===== src/common/asr_map.svh =====
`ifndef ASR_MAP_SVH
`define ASR_MAP_SVH

// Width of one serial word (channel result or configuration)
`define ASR_WORD_BITS      16
// Number of channel slots in the converter
`define ASR_NUM_CH         8
// Channels carried by each pin in dual-output readout
`define ASR_HALF_CH        4

// Configuration field positions
`define ASR_CFG_UPDATE     15
`define ASR_CFG_CH_HI      14
`define ASR_CFG_CH_LO      13
`define ASR_CFG_GAIN_HI    11
`define ASR_CFG_GAIN_LO    4
`define ASR_CFG_REF_EN     2
`define ASR_CFG_CONV_MODE  1
`define ASR_CFG_SDO2_OFF   0

// Configuration value after reset
`define ASR_CFG_DEFAULT    16'hFFFF

// Conversions treated as undefined after leaving power-down
`define ASR_WARMUP_CONV    2'h2

// System clock rate and conversion quiet times
`define ASR_CLK_MHZ        250
`define ASR_CONV_NORMAL_NS 1000
`define ASR_CONV_WARP_NS   800

`endif


===== src/common/asr_pkg.sv =====
package asr_pkg;

   // One serial word
   typedef logic [15:0] asr_word_t;

   // Conversion engine state
   typedef enum logic [0:0] {
      ASR_ST_TRACK = 1'b0,
      ASR_ST_CONV  = 1'b1
   } asr_state_e;

endpackage


===== src/asr_sync.sv =====
`timescale 1ns/10ps

// Two-flop synchroniser, one chain per bit
module asr_sync #(
   parameter int unsigned WIDTH = 1
) (
   // Clock
   input  wire logic             clock,
   // Asynchronous levels in, synchronised levels out
   input  wire logic [WIDTH-1:0] async_in,
   output logic      [WIDTH-1:0] sync_out
);

   genvar i;
   generate
      for (i = 0; i < WIDTH; i = i + 1) begin : g_bit
         logic meta_r;  // First stage, read only by the second
         logic hold_r;  // Second stage, safe to use
         // No reset: a chain settles within two edges anyway
         always_ff @(posedge clock) begin
            meta_r <= async_in[i];
            hold_r <= meta_r;
         end
         assign sync_out[i] = hold_r;
      end
   endgenerate

endmodule


===== src/asr_readout_port.sv =====
`timescale 1ns/10ps
`include "asr_map.svh"

module asr_readout_port #(
   parameter int unsigned CLK_MHZ   = `ASR_CLK_MHZ,
   parameter int unsigned NORMAL_NS = `ASR_CONV_NORMAL_NS,
   parameter int unsigned WARP_NS   = `ASR_CONV_WARP_NS
) (
   // System
   input  wire logic         clock,
   input  wire logic         reset,
   // Host control pins
   input  wire logic         reset_pin_in,
   input  wire logic         power_down_in,
   input  wire logic         convert_start,
   // Serial port
   input  wire logic         cs_n_in,
   input  wire logic         sclk_in,
   input  wire logic         serial_data_in,
   output logic              serial_data_out,
   output logic              serial_data_oe,
   output logic              busy_second_out,
   // Converter core
   input  wire logic [127:0] channel_data_in,
   output logic              sample_hold,
   output logic              power_down_active,
   output logic [1:0]        channel_count_sel,
   output logic [7:0]        gain_select,
   output logic              int_ref_enable,
   output logic              conv_mode_select
);

   // Quiet time in cycles, rounded up, never below one
   localparam int unsigned NORMAL_RAW = (NORMAL_NS * CLK_MHZ + 999) / 1000;
   localparam int unsigned WARP_RAW   = (WARP_NS * CLK_MHZ + 999) / 1000;
   localparam logic [15:0] NORMAL_CYC =
      16'(NORMAL_RAW < 1 ? 1 : NORMAL_RAW);
   localparam logic [15:0] WARP_CYC   = 16'(WARP_RAW < 1 ? 1 : WARP_RAW);
   localparam logic [3:0]  WORD_LAST  = 4'(`ASR_WORD_BITS - 1);
   localparam logic [4:0]  WORD_LEN   = 5'(`ASR_WORD_BITS);
   localparam logic [3:0]  HALF_CH    = 4'(`ASR_HALF_CH);
   localparam logic [7:0]  OUT_MAX    = 8'hFF;

   // Synchronised pin levels
   logic [5:0] pins_s;
   logic       rst_s;      // Reset pin level
   logic       pd_s;       // Power-down pin level
   logic       cnv_s;      // Convert start level
   logic       cs_s;       // Chip select level, low active
   logic       sck_s;      // Serial clock level
   logic       din_s;      // Serial input level

   // Delayed copies for edge detection
   logic rst_d_r;
   logic pd_d_r;
   logic cnv_d_r;
   logic cs_d_r;
   logic sck_d_r;

   // Conversion engine
   asr_pkg::asr_state_e state_r;
   asr_pkg::asr_state_e state_nxt;
   logic [15:0]         conv_cnt_r;  // Cycles left in quiet phase
   logic [1:0]          warm_cnt_r;  // Conversions still undefined

   // Results and configuration
   asr_pkg::asr_word_t res_r [`ASR_NUM_CH];  // Stored results
   asr_pkg::asr_word_t cfg_r;                // Active configuration
   asr_pkg::asr_word_t pend_r;               // Written, not yet applied
   logic               pend_valid_r;         // Pending word waits for EOC

   // Serial input side
   logic [15:0] in_sh_r;    // Shift register for host word
   logic [4:0]  in_cnt_r;   // Rising edges seen this transfer
   logic        in_ok_r;    // Transfer began outside a conversion

   // Serial output side
   logic [7:0]  out_cnt_r;  // Falling edges seen this transfer
   logic        tx_en_r;    // Transfer active and allowed to drive
   logic        dual_r;     // Dual-pin format chosen at select fall
   logic        sdo_r;
   logic        sdo_oe_r;
   logic        busy_pin_r;

   // Decoded events
   wire halt     = rst_s | pd_s;
   wire rst_rise = rst_s & ~rst_d_r;
   wire pd_rise  = pd_s & ~pd_d_r;
   wire cnv_rise = cnv_s & ~cnv_d_r;
   wire cs_fall  = ~cs_s & cs_d_r;
   wire sck_rise = sck_s & ~sck_d_r;
   wire sck_fall = ~sck_s & sck_d_r;
   wire busy     = (state_r == asr_pkg::ASR_ST_CONV);
   wire start_ok = cnv_rise & ~halt & ~busy;
   wire eoc      = busy & (conv_cnt_r == 16'h0001) & ~halt;
   wire abort    = rst_rise | pd_rise;

   // Quiet time follows the active conversion mode
   wire [15:0] conv_len = cfg_r[`ASR_CFG_CONV_MODE] ? NORMAL_CYC : WARP_CYC;

   // Config capture on the last of the first 16 rising edges
   wire        in_live  = sck_rise & ~cs_s & (in_cnt_r < WORD_LEN);
   wire        in_last  = in_live & (in_cnt_r == 5'(WORD_LAST));
   wire [15:0] in_word  = {in_sh_r[14:0], din_s};
   wire        cfg_take = in_last & in_ok_r & ~busy &
                          in_word[`ASR_CFG_UPDATE];

   // Output word and bit selection
   wire [3:0] word_idx = out_cnt_r[7:4];
   wire [3:0] bit_idx  = WORD_LAST - out_cnt_r[3:0];
   wire [3:0] n_act    = {1'b0, cfg_r[`ASR_CFG_CH_HI:`ASR_CFG_CH_LO], 1'b0}
                         + 4'h2;
   wire [3:0] prim_lim = dual_r ? HALF_CH : n_act;
   wire [3:0] sec_idx  = word_idx + HALF_CH;

   // Word on the main output
   wire [15:0] prim_word =
      (word_idx < prim_lim)  ? res_r[word_idx[2:0]] :
      (word_idx == prim_lim) ? cfg_r : 16'h0000;
   // Word on the second output, dual format only
   wire [15:0] sec_word =
      (dual_r && word_idx < HALF_CH) ? res_r[sec_idx[2:0]] : 16'h0000;
   wire prim_bit = prim_word[bit_idx];
   wire sec_bit  = sec_word[bit_idx];

   // Pin synchronisers
   asr_sync #(
      .WIDTH (6)
   ) u_sync (
      .clock    (clock),
      .async_in ({reset_pin_in, power_down_in, convert_start,
                  cs_n_in, sclk_in, serial_data_in}),
      .sync_out (pins_s)
   );
   assign rst_s = pins_s[5];
   assign pd_s  = pins_s[4];
   assign cnv_s = pins_s[3];
   assign cs_s  = pins_s[2];
   assign sck_s = pins_s[1];
   assign din_s = pins_s[0];

   // Edge history; select idles high so no false fall after reset
   always_ff @(posedge clock) begin
      if (reset) begin
         rst_d_r <= 1'b0;
         pd_d_r  <= 1'b0;
         cnv_d_r <= 1'b0;
         cs_d_r  <= 1'b1;
         sck_d_r <= 1'b0;
      end else begin
         rst_d_r <= rst_s;
         pd_d_r  <= pd_s;
         cnv_d_r <= cnv_s;
         cs_d_r  <= cs_s;
         sck_d_r <= sck_s;
      end
   end

   // Next conversion state; reset or power-down wins over all
   always_comb begin
      state_nxt = state_r;
      unique case (state_r)
         asr_pkg::ASR_ST_TRACK: begin
            if (start_ok)
               state_nxt = asr_pkg::ASR_ST_CONV;
         end
         asr_pkg::ASR_ST_CONV: begin
            if (halt || eoc)
               state_nxt = asr_pkg::ASR_ST_TRACK;
         end
      endcase
   end

   // Conversion engine; further starts ignored while busy
   always_ff @(posedge clock) begin
      if (reset) begin
         state_r    <= asr_pkg::ASR_ST_TRACK;
         conv_cnt_r <= 16'h0000;
      end else begin
         state_r <= state_nxt;
         if (start_ok)
            conv_cnt_r <= conv_len;
         else if (busy)
            conv_cnt_r <= conv_cnt_r - 16'h0001;
      end
   end

   // Undefined-conversion window after power-down
   always_ff @(posedge clock) begin
      if (reset)
         warm_cnt_r <= 2'h0;
      else if (pd_s)
         warm_cnt_r <= `ASR_WARMUP_CONV;
      else if (eoc && warm_cnt_r != 2'h0)
         warm_cnt_r <= warm_cnt_r - 2'h1;
   end

   // Per-channel result store; results pass as two's complement
   genvar ch;
   generate
      for (ch = 0; ch < `ASR_NUM_CH; ch = ch + 1) begin : g_res
         always_ff @(posedge clock) begin
            if (reset || rst_s)
               res_r[ch] <= 16'h0000;
            else if (eoc)
               // Pipeline not yet filled: hand out zero, not stale data
               res_r[ch] <= (warm_cnt_r != 2'h0) ? 16'h0000 :
                            channel_data_in[ch*16 +: 16];
         end
      end
   endgenerate

   // Active configuration; power-down leaves it untouched
   always_ff @(posedge clock) begin
      if (reset || rst_s)
         cfg_r <= `ASR_CFG_DEFAULT;
      else if (eoc && pend_valid_r)
         cfg_r <= pend_r;
   end

   // One-deep pending word, applied only at the next conversion end
   always_ff @(posedge clock) begin
      if (reset || rst_s) begin
         pend_r       <= `ASR_CFG_DEFAULT;
         pend_valid_r <= 1'b0;
      end else if (cfg_take) begin
         pend_r       <= in_word;
         pend_valid_r <= 1'b1;
      end else if (eoc) begin
         pend_valid_r <= 1'b0;
      end
   end

   // Host word shift-in on serial clock rising edges
   always_ff @(posedge clock) begin
      if (reset) begin
         in_sh_r  <= 16'h0000;
         in_cnt_r <= 5'h00;
         in_ok_r  <= 1'b0;
      end else if (cs_fall) begin
         in_cnt_r <= 5'h00;
         in_ok_r  <= ~busy & ~halt;
      end else begin
         if (in_live) begin
            in_sh_r  <= in_word;
            in_cnt_r <= in_cnt_r + 5'h01;
         end
         // A conversion start during the word discards it
         if (start_ok || halt)
            in_ok_r <= 1'b0;
      end
   end

   // Transfer enable and falling-edge bit counter
   always_ff @(posedge clock) begin
      if (reset) begin
         tx_en_r   <= 1'b0;
         out_cnt_r <= 8'h00;
         dual_r    <= 1'b0;
      end else if (halt || cs_s || abort) begin
         tx_en_r <= 1'b0;
      end else if (cs_fall) begin
         tx_en_r   <= 1'b1;
         out_cnt_r <= 8'h00;
         dual_r    <= ~cfg_r[`ASR_CFG_SDO2_OFF];
      end else if (tx_en_r && sck_fall && out_cnt_r != OUT_MAX) begin
         out_cnt_r <= out_cnt_r + 8'h01;
      end
   end

   // Pin registers; second pin is busy unless dual data is live
   always_ff @(posedge clock) begin
      if (reset) begin
         sdo_r      <= 1'b0;
         sdo_oe_r   <= 1'b0;
         busy_pin_r <= 1'b0;
      end else begin
         sdo_r    <= tx_en_r & prim_bit;
         sdo_oe_r <= tx_en_r & ~halt;
         if (cs_s || !tx_en_r || !dual_r)
            busy_pin_r <= busy;
         else
            busy_pin_r <= sec_bit;
      end
   end

   // Outputs straight from flip-flops
   assign serial_data_out   = sdo_r;
   assign serial_data_oe    = sdo_oe_r;
   assign busy_second_out   = busy_pin_r;
   assign sample_hold       = busy;
   assign power_down_active = pd_d_r;
   // Configuration fields for the analog core; 12 and 3 unused
   assign channel_count_sel = cfg_r[`ASR_CFG_CH_HI:`ASR_CFG_CH_LO];
   assign gain_select       = cfg_r[`ASR_CFG_GAIN_HI:`ASR_CFG_GAIN_LO];
   assign int_ref_enable    = cfg_r[`ASR_CFG_REF_EN];
   assign conv_mode_select  = cfg_r[`ASR_CFG_CONV_MODE];

endmodule


===== config.mk =====
export PLATFORM = sky130hd
export DESIGN_NAME = asr_readout_port
export DESIGN_NICKNAME = d
export VERILOG_FILES = /design/src/common/asr_pkg.sv /design/src/asr_sync.sv /design/src/asr_readout_port.sv
export VERILOG_INCLUDE_DIRS = /design/src /design/src/common
export SDC_FILE = /design/constraint.sdc
export NUM_CORES = 1
export LEC_CHECK = 0
export BUFFER_PORTS_ARGS = -buffer_cell sky130_fd_sc_hd__buf_2
export CAP_MARGIN = 10
export CELL_PAD_IN_SITES_DETAIL_PLACEMENT = 1
export CELL_PAD_IN_SITES_GLOBAL_PLACEMENT = 1
export CORE_ASPECT_RATIO = 0.75
export CORE_MARGIN = 4
export CORE_UTILIZATION = 35
export CTS_BUF_LIST = sky130_fd_sc_hd__clkbuf_16
export CTS_CLUSTER_SIZE = 40
export DETAILED_ROUTE_END_ITERATION = 16
export PLACE_DENSITY = 0.68
export SLEW_MARGIN = 10
export SYNTH_ARGS = -nofsm -noshare
export SYNTH_HDL_FRONTEND = slang
export SYNTH_SLANG_ARGS = --single-unit

===== constraint.sdc =====
create_clock -name clock -period 7.6 [get_ports clock]
set_input_delay 2.28 -clock clock [delete_from_list [all_inputs] [get_ports clock]]
set_output_delay 2.28 -clock clock [all_outputs]
set_load 0.01 [all_outputs]

== After elaboration in Yosys (flattened, before gate mapping) ==
Memory sizes are Yosys's and may differ from the RTL's. A register that Yosys moved wholly into a read port is not among the register bits.
Cells that the tools add are included.
Storage, ports and cells
  register bits: 103
  bits in latches: 0
  bits in writable memories: 128
  bits in read-only memories: 0
  output and inout port bits: 17
  word-level logic and storage cells: 161
  memories: 1
Memory list
  res_r: depth 8, width 16, read ports 2, clocked after memory_dff 1, wr ports 8, line asr_readout_port.sv:67  | asr_pkg::asr_word_t res_r [`ASR_NUM_CH];
Operators by class
  $add $sub $neg: 7
  multiply operators: 0
  divide/modulo/power cells: 0
  magnitude comparators: 4
  equality and inequality tests: 4
  shift-type cells: 0
  mux-type cells: 46
  bitwise operators: 40
  reductions and logical operators: 26
Operator list (number)
  two-way mux 16 bit: 21
  bitwise AND 1 bit: 19
  equality test 16 x 1 -> 1 bit (second input constant): 1
  two-way mux 8 bit: 2
  subtractor 16 x 1 -> 16 bit (second input constant): 1
  two-way mux 1 bit: 14
  nonzero test 2 bit: 6
  inverter 1 bit: 11
  bitwise OR 1 bit: 10
  adder 8 x 1 -> 8 bit (second input constant): 1
  binary-select mux 1 bit (select 4 bit): 2
  inequality test 8 bit (second input constant): 1
  logical OR 1 bit: 7
  two-way mux 3 bit: 2
  two-way mux 6 bit: 1
  AND reduction 2 bit: 3
  OR reduction 2 bit: 3
  adder 5 x 1 -> 5 bit (second input constant): 1
  equality test 5 x 4 -> 1 bit (second input constant): 1
  logical AND 1 bit: 5
  < comparator 4 x 5 -> 1 bit (second input constant): 1
  < comparator 5 bit (second input constant): 1
  adder 3 x 2 -> 4 bit (second input constant): 1
  equality test 4 bit: 1
  9 further kinds: 11

== Logic depth before layout (Yosys ltp) ==
  depth in word-level cells: 9
  depth in mapped cells: 10

== Modules after synthesis ==
Synthesis repeated with hierarchy kept, for this count alone.
Second synthesis, totals
  cells, all modules: 956
  area total of the unflattened synthesis: 11195.7 um2
By module, submodules not included
  asr_readout_port: instances 1, cells each 938, area each 10910.5 um2, seq. area each 5705.5 um2
  asr_sync: instances 1, cells each 18, area each 285.3 um2, seq. area each 240.2 um2

== Least setup slack after synthesis ==
Ideal clock, no wire load.
  kind: input port to flip-flop
  start: input reset
  end: memory res_r[0][0] in the netlist's numbering (enable)
  library setup time: 1108 ps
  data arrival time: 5177 ps
  data required time: 6492 ps
  slack: 1315 ps
  stages: 4
  path through: clkbuf_1 > nor2_1 > clkbuf_1 > nand2_1
RTL lines
  start, declared: line asr_readout_port.sv:11  | input wire logic reset,
  end, declared: line asr_readout_port.sv:67

==> flow_metrics.env <==
export IMPL_layout_cells_most_common="buf_2"
export IMPL_cp_slowest_cell="buf_4"
export IMPL_syn_area_um2=11100
export IMPL_dp_cells=1428
export IMPL_initial_core_util=0.354
export IMPL_syn2layout_area_growth_pct=16.2
export IMPL_rr_worst_depth=6
export IMPL_synth_seq_cells=233
export IMPL_switchingPower_uw=592
export IMPL_min_delay_path_depth=0
export IMPL_ys_flop_type="edfxtp_1"
export IMPL_antenna_found_initial=0
export IMPL_grt_max_degree=80
export IMPL_worstPathCellList="buf_2 -> buf_4 -> nor2_2 -> buf_4 -> nand2_4 -> buf_4 -> buf_4"
export IMPL_fp_row_count=56
export IMPL_most_common_layout_cells="buf_2 (152), and2_1 (130), edfxtp_1 (128)"
export IMPL_worst_r2r_setup_slack_ps=3600
export IMPL_hold_violations=0
export IMPL_numCtsBuffers=25
export IMPL_maxSlewViolCount=0
export IMPL_max_stage_delay_ps=880
export IMPL_p_sw_frac=0.224
export IMPL_timing_final_crit_share=0.603
export IMPL_track_usage=0.171
export IMPL_synth_net_count=1073
export IMPL_core_area_um2=31300
export IMPL_post_cts_setup_buffer_count=0
export IMPL_rsz0062_at_grt="no"
export IMPL_dieArea_um2=34600
export IMPL_worst_r2r_endpoint="res_r[7][15]$_SDFFCE_PP0P_"
export IMPL_path_max_fanout=79
export IMPL_ir_worst_vdd_mv=0.164
export IMPL_ios=153
export IMPL_p_comb_frac=0.049
export IMPL_diodes=0
export IMPL_finalSetupViolCount=0
export IMPL_p_leak_uw=0.00496
export IMPL_fmax_ghz=0.218
export IMPL_clkTransAtPathRegs_ps=50
export IMPL_hp_class="reg2reg"
export IMPL_drive_above_1_share=0.255
export IMPL_fin_util=0.412
export IMPL_vias=7686
export IMPL_yosys_warnings=0
export IMPL_startpoint_type="primary input"
export IMPL_synthCells=927
export IMPL_hp_start="u_sync.g_bit[2].meta_r$_DFF_P_"
export IMPL_r2r_start="sample_hold$_SDFF_PP0_"
export IMPL_crit_top_cell="buf_4"
export IMPL_place_worst_setup_slack_ps=2490
export IMPL_cts_resized_gates=0
export IMPL_power_internal_uw=2060
export IMPL_drtIter0Drc=590
export IMPL_worst_slew_pin_slew_ps=1170
export IMPL_drt_pass1_iter_count=5
export IMPL_yosys_cell_types_count=62
export IMPL_synth_edf_count=128
export IMPL_drt_wirelength_per_cell_um=20.3
export IMPL_seq_area_frac_synth=0.537
export IMPL_grt_ovfl_total=0
export IMPL_syn_area_per_cell_um2=11.9
export IMPL_holdBufCountCts=0
export IMPL_min_period_ps=4580
export IMPL_antenna_left=0
export IMPL_setup_ws_ps=3020
export IMPL_grt_pass1_vias=7835
export IMPL_hold_end="u_sync.g_bit[2].hold_r$_DFF_P_"
export IMPL_fin_nets=1195
export IMPL_crit_arrival_ps=4720
export IMPL_finalSetupTns_ps=0
export IMPL_ys_async_sr_fraction=0
export IMPL_clock_path_buffers=3
export IMPL_fp_dieH_um=162
export IMPL_cts_num_sinks=233
export IMPL_insertion_delay_ps=540
export IMPL_worstSetupEndpointType="register"
export IMPL_path_class="in2reg"
export IMPL_hpwl_mm=21.5
export IMPL_drc_errors=0
export IMPL_gp_congestion=0.819
export IMPL_routed_wl_mm=29.9
export IMPL_power_density_nw_per_um2=206
export IMPL_cts_tree="yes"
export IMPL_power_frac_seq=0.524
export IMPL_die_x_um=213
export IMPL_holdWs_ps=326
export IMPL_port_buffers=152
export IMPL_htreeDepth=1
export IMPL_maxSlewHeadroom=0.215
export IMPL_skew_ps=27.4
export IMPL_via_per_inst=5.21
export IMPL_grt_pass1_wl_mm=46.1
export IMPL_instances_no_fill=1474
export IMPL_clkPwrFrac=0.427
export IMPL_clockRootBuffer="clkbuf_16"
export IMPL_drv_cap=0
export IMPL_required_ps=7740
export IMPL_outcome="finished, final reports clean"
==> state kept, by name, indices dropped and copies added (netlist names), named ones only <==
signal	count
serial_data_out	1
power_down_active	1
pend_valid_r	1
serial_data_oe	1
pend_r	16
warm_cnt_r	2
busy_second_out	1
in_sh_r	15
cnv_d_r	1
u_sync.g_bit.meta_r	6
in_ok_r	1
cfg_r	16
out_cnt_r	8
dual_r	1
u_sync.g_bit.hold_r	6
sck_d_r	1
cs_d_r	1
conv_cnt_r	16
res_r	128
tx_en_r	1
in_cnt_r	5
sample_hold	1
==> final cells by class <==
| class | instances | area, um2 |
|---|---|---|
| multi-input cells | 614 | 4750 |
| inverters | 11 | 41.3 |
| clock buffers | 25 | 626 |
| fillers | 3382 | 18400 |
| repair buffers | 164 | 863 |
| flip-flops and latches | 233 | 5950 |
| clock inverters | 21 | 120 |
| well taps | 406 | 508 |
==> logic make-up after synthesis <==
logic type      after synthesis  synth area share
simple gates                376             0.181
flops                       233             0.537
mux                         112             0.163
compound gates              106            0.0651
buf+inv                      80            0.0351
xor+xnor                     10           0.00791
fa+ha+maj                    10            0.0113
==> critical path: cells and delay by family <==
family | cells | cell delay (ps)
buffers and inverters | 5 | 2120
and+or+nand+nor | 2 | 150
==> Yosys cell counts (10+ instances only) <==
library cell    n  share of area
edfxtp_1      128           0.35
nor2_1         46          0.016
clkbuf_1       24         0.0081
clkbuf_2       12         0.0054
nand4_1        12         0.0068
mux2i_1        53          0.048
o21ai_0        11         0.0050
ha_1           10          0.011
nand2_1       101          0.034
mux4_2         54           0.11
o221ai_1       11         0.0087
nor2b_1        13         0.0073
dfxtp_1       105           0.19
buf_4          16          0.011
nand3_1        23          0.010
a21oi_1        37          0.017
and2_1        130          0.073
inv_1          10         0.0034
buf_2          11         0.0050
==> power by group through the flow <==
| stage | Combinational [uW] | Clock (uW) | Sequential [uW] |
|---|---|---|---|
| after CTS | 131 | 1160 | 1390 |
| after detailed placement | 130 | 0 | 1420 |
| after global placement | 129 | 0 | 1410 |
| final | 130 | 1130 | 1390 |
| after floorplan | 68.6 | 0 | 1410 |
| after global routing | 143 | 1220 | 1390 |
==> stage by stage <==
step | power, uW | instance area [um2]
after floorplan | 1480 | 11100
after global placement | 1540 | 12100
after detailed placement | 1550 | 12100
after CTS | 2680 | 12900
after global routing | 2750 | 12900
final | 2650 | 12900
==> metal layers <==
layer | up-vias | routed length (um) | track usage
li1 | 3635 | - | -
met1 | 3833 | 15000 | 0.268
met2 | 191 | 12700 | 0.247
met3 | 27 | 1800 | 0.0382
met4 | 0 | 347 | 0.0270
met5 | - | 0 | 0
==> worst max path at each step <==
stage	start	endpoint	slack, ps	cells past startpoint
6_report	reset	res_r[7][15]$_SDFFCE_PP0P_	3020	7
3_5_place_dp	reset	res_r[7][15]$_SDFFCE_PP0P_	2490	7
3_3_place_gp	reset	res_r[3][15]$_SDFFCE_PP0P_	2530	7
2_1_floorplan	reset	res_r[0][0]$_SDFFCE_PP0P_	1320	4
5_1_grt	reset	res_r[7][15]$_SDFFCE_PP0P_	2850	7
4_1_cts	reset	res_r[7][15]$_SDFFCE_PP0P_	3030	7
No activity file was read; power rests on OpenSTA's default activity.
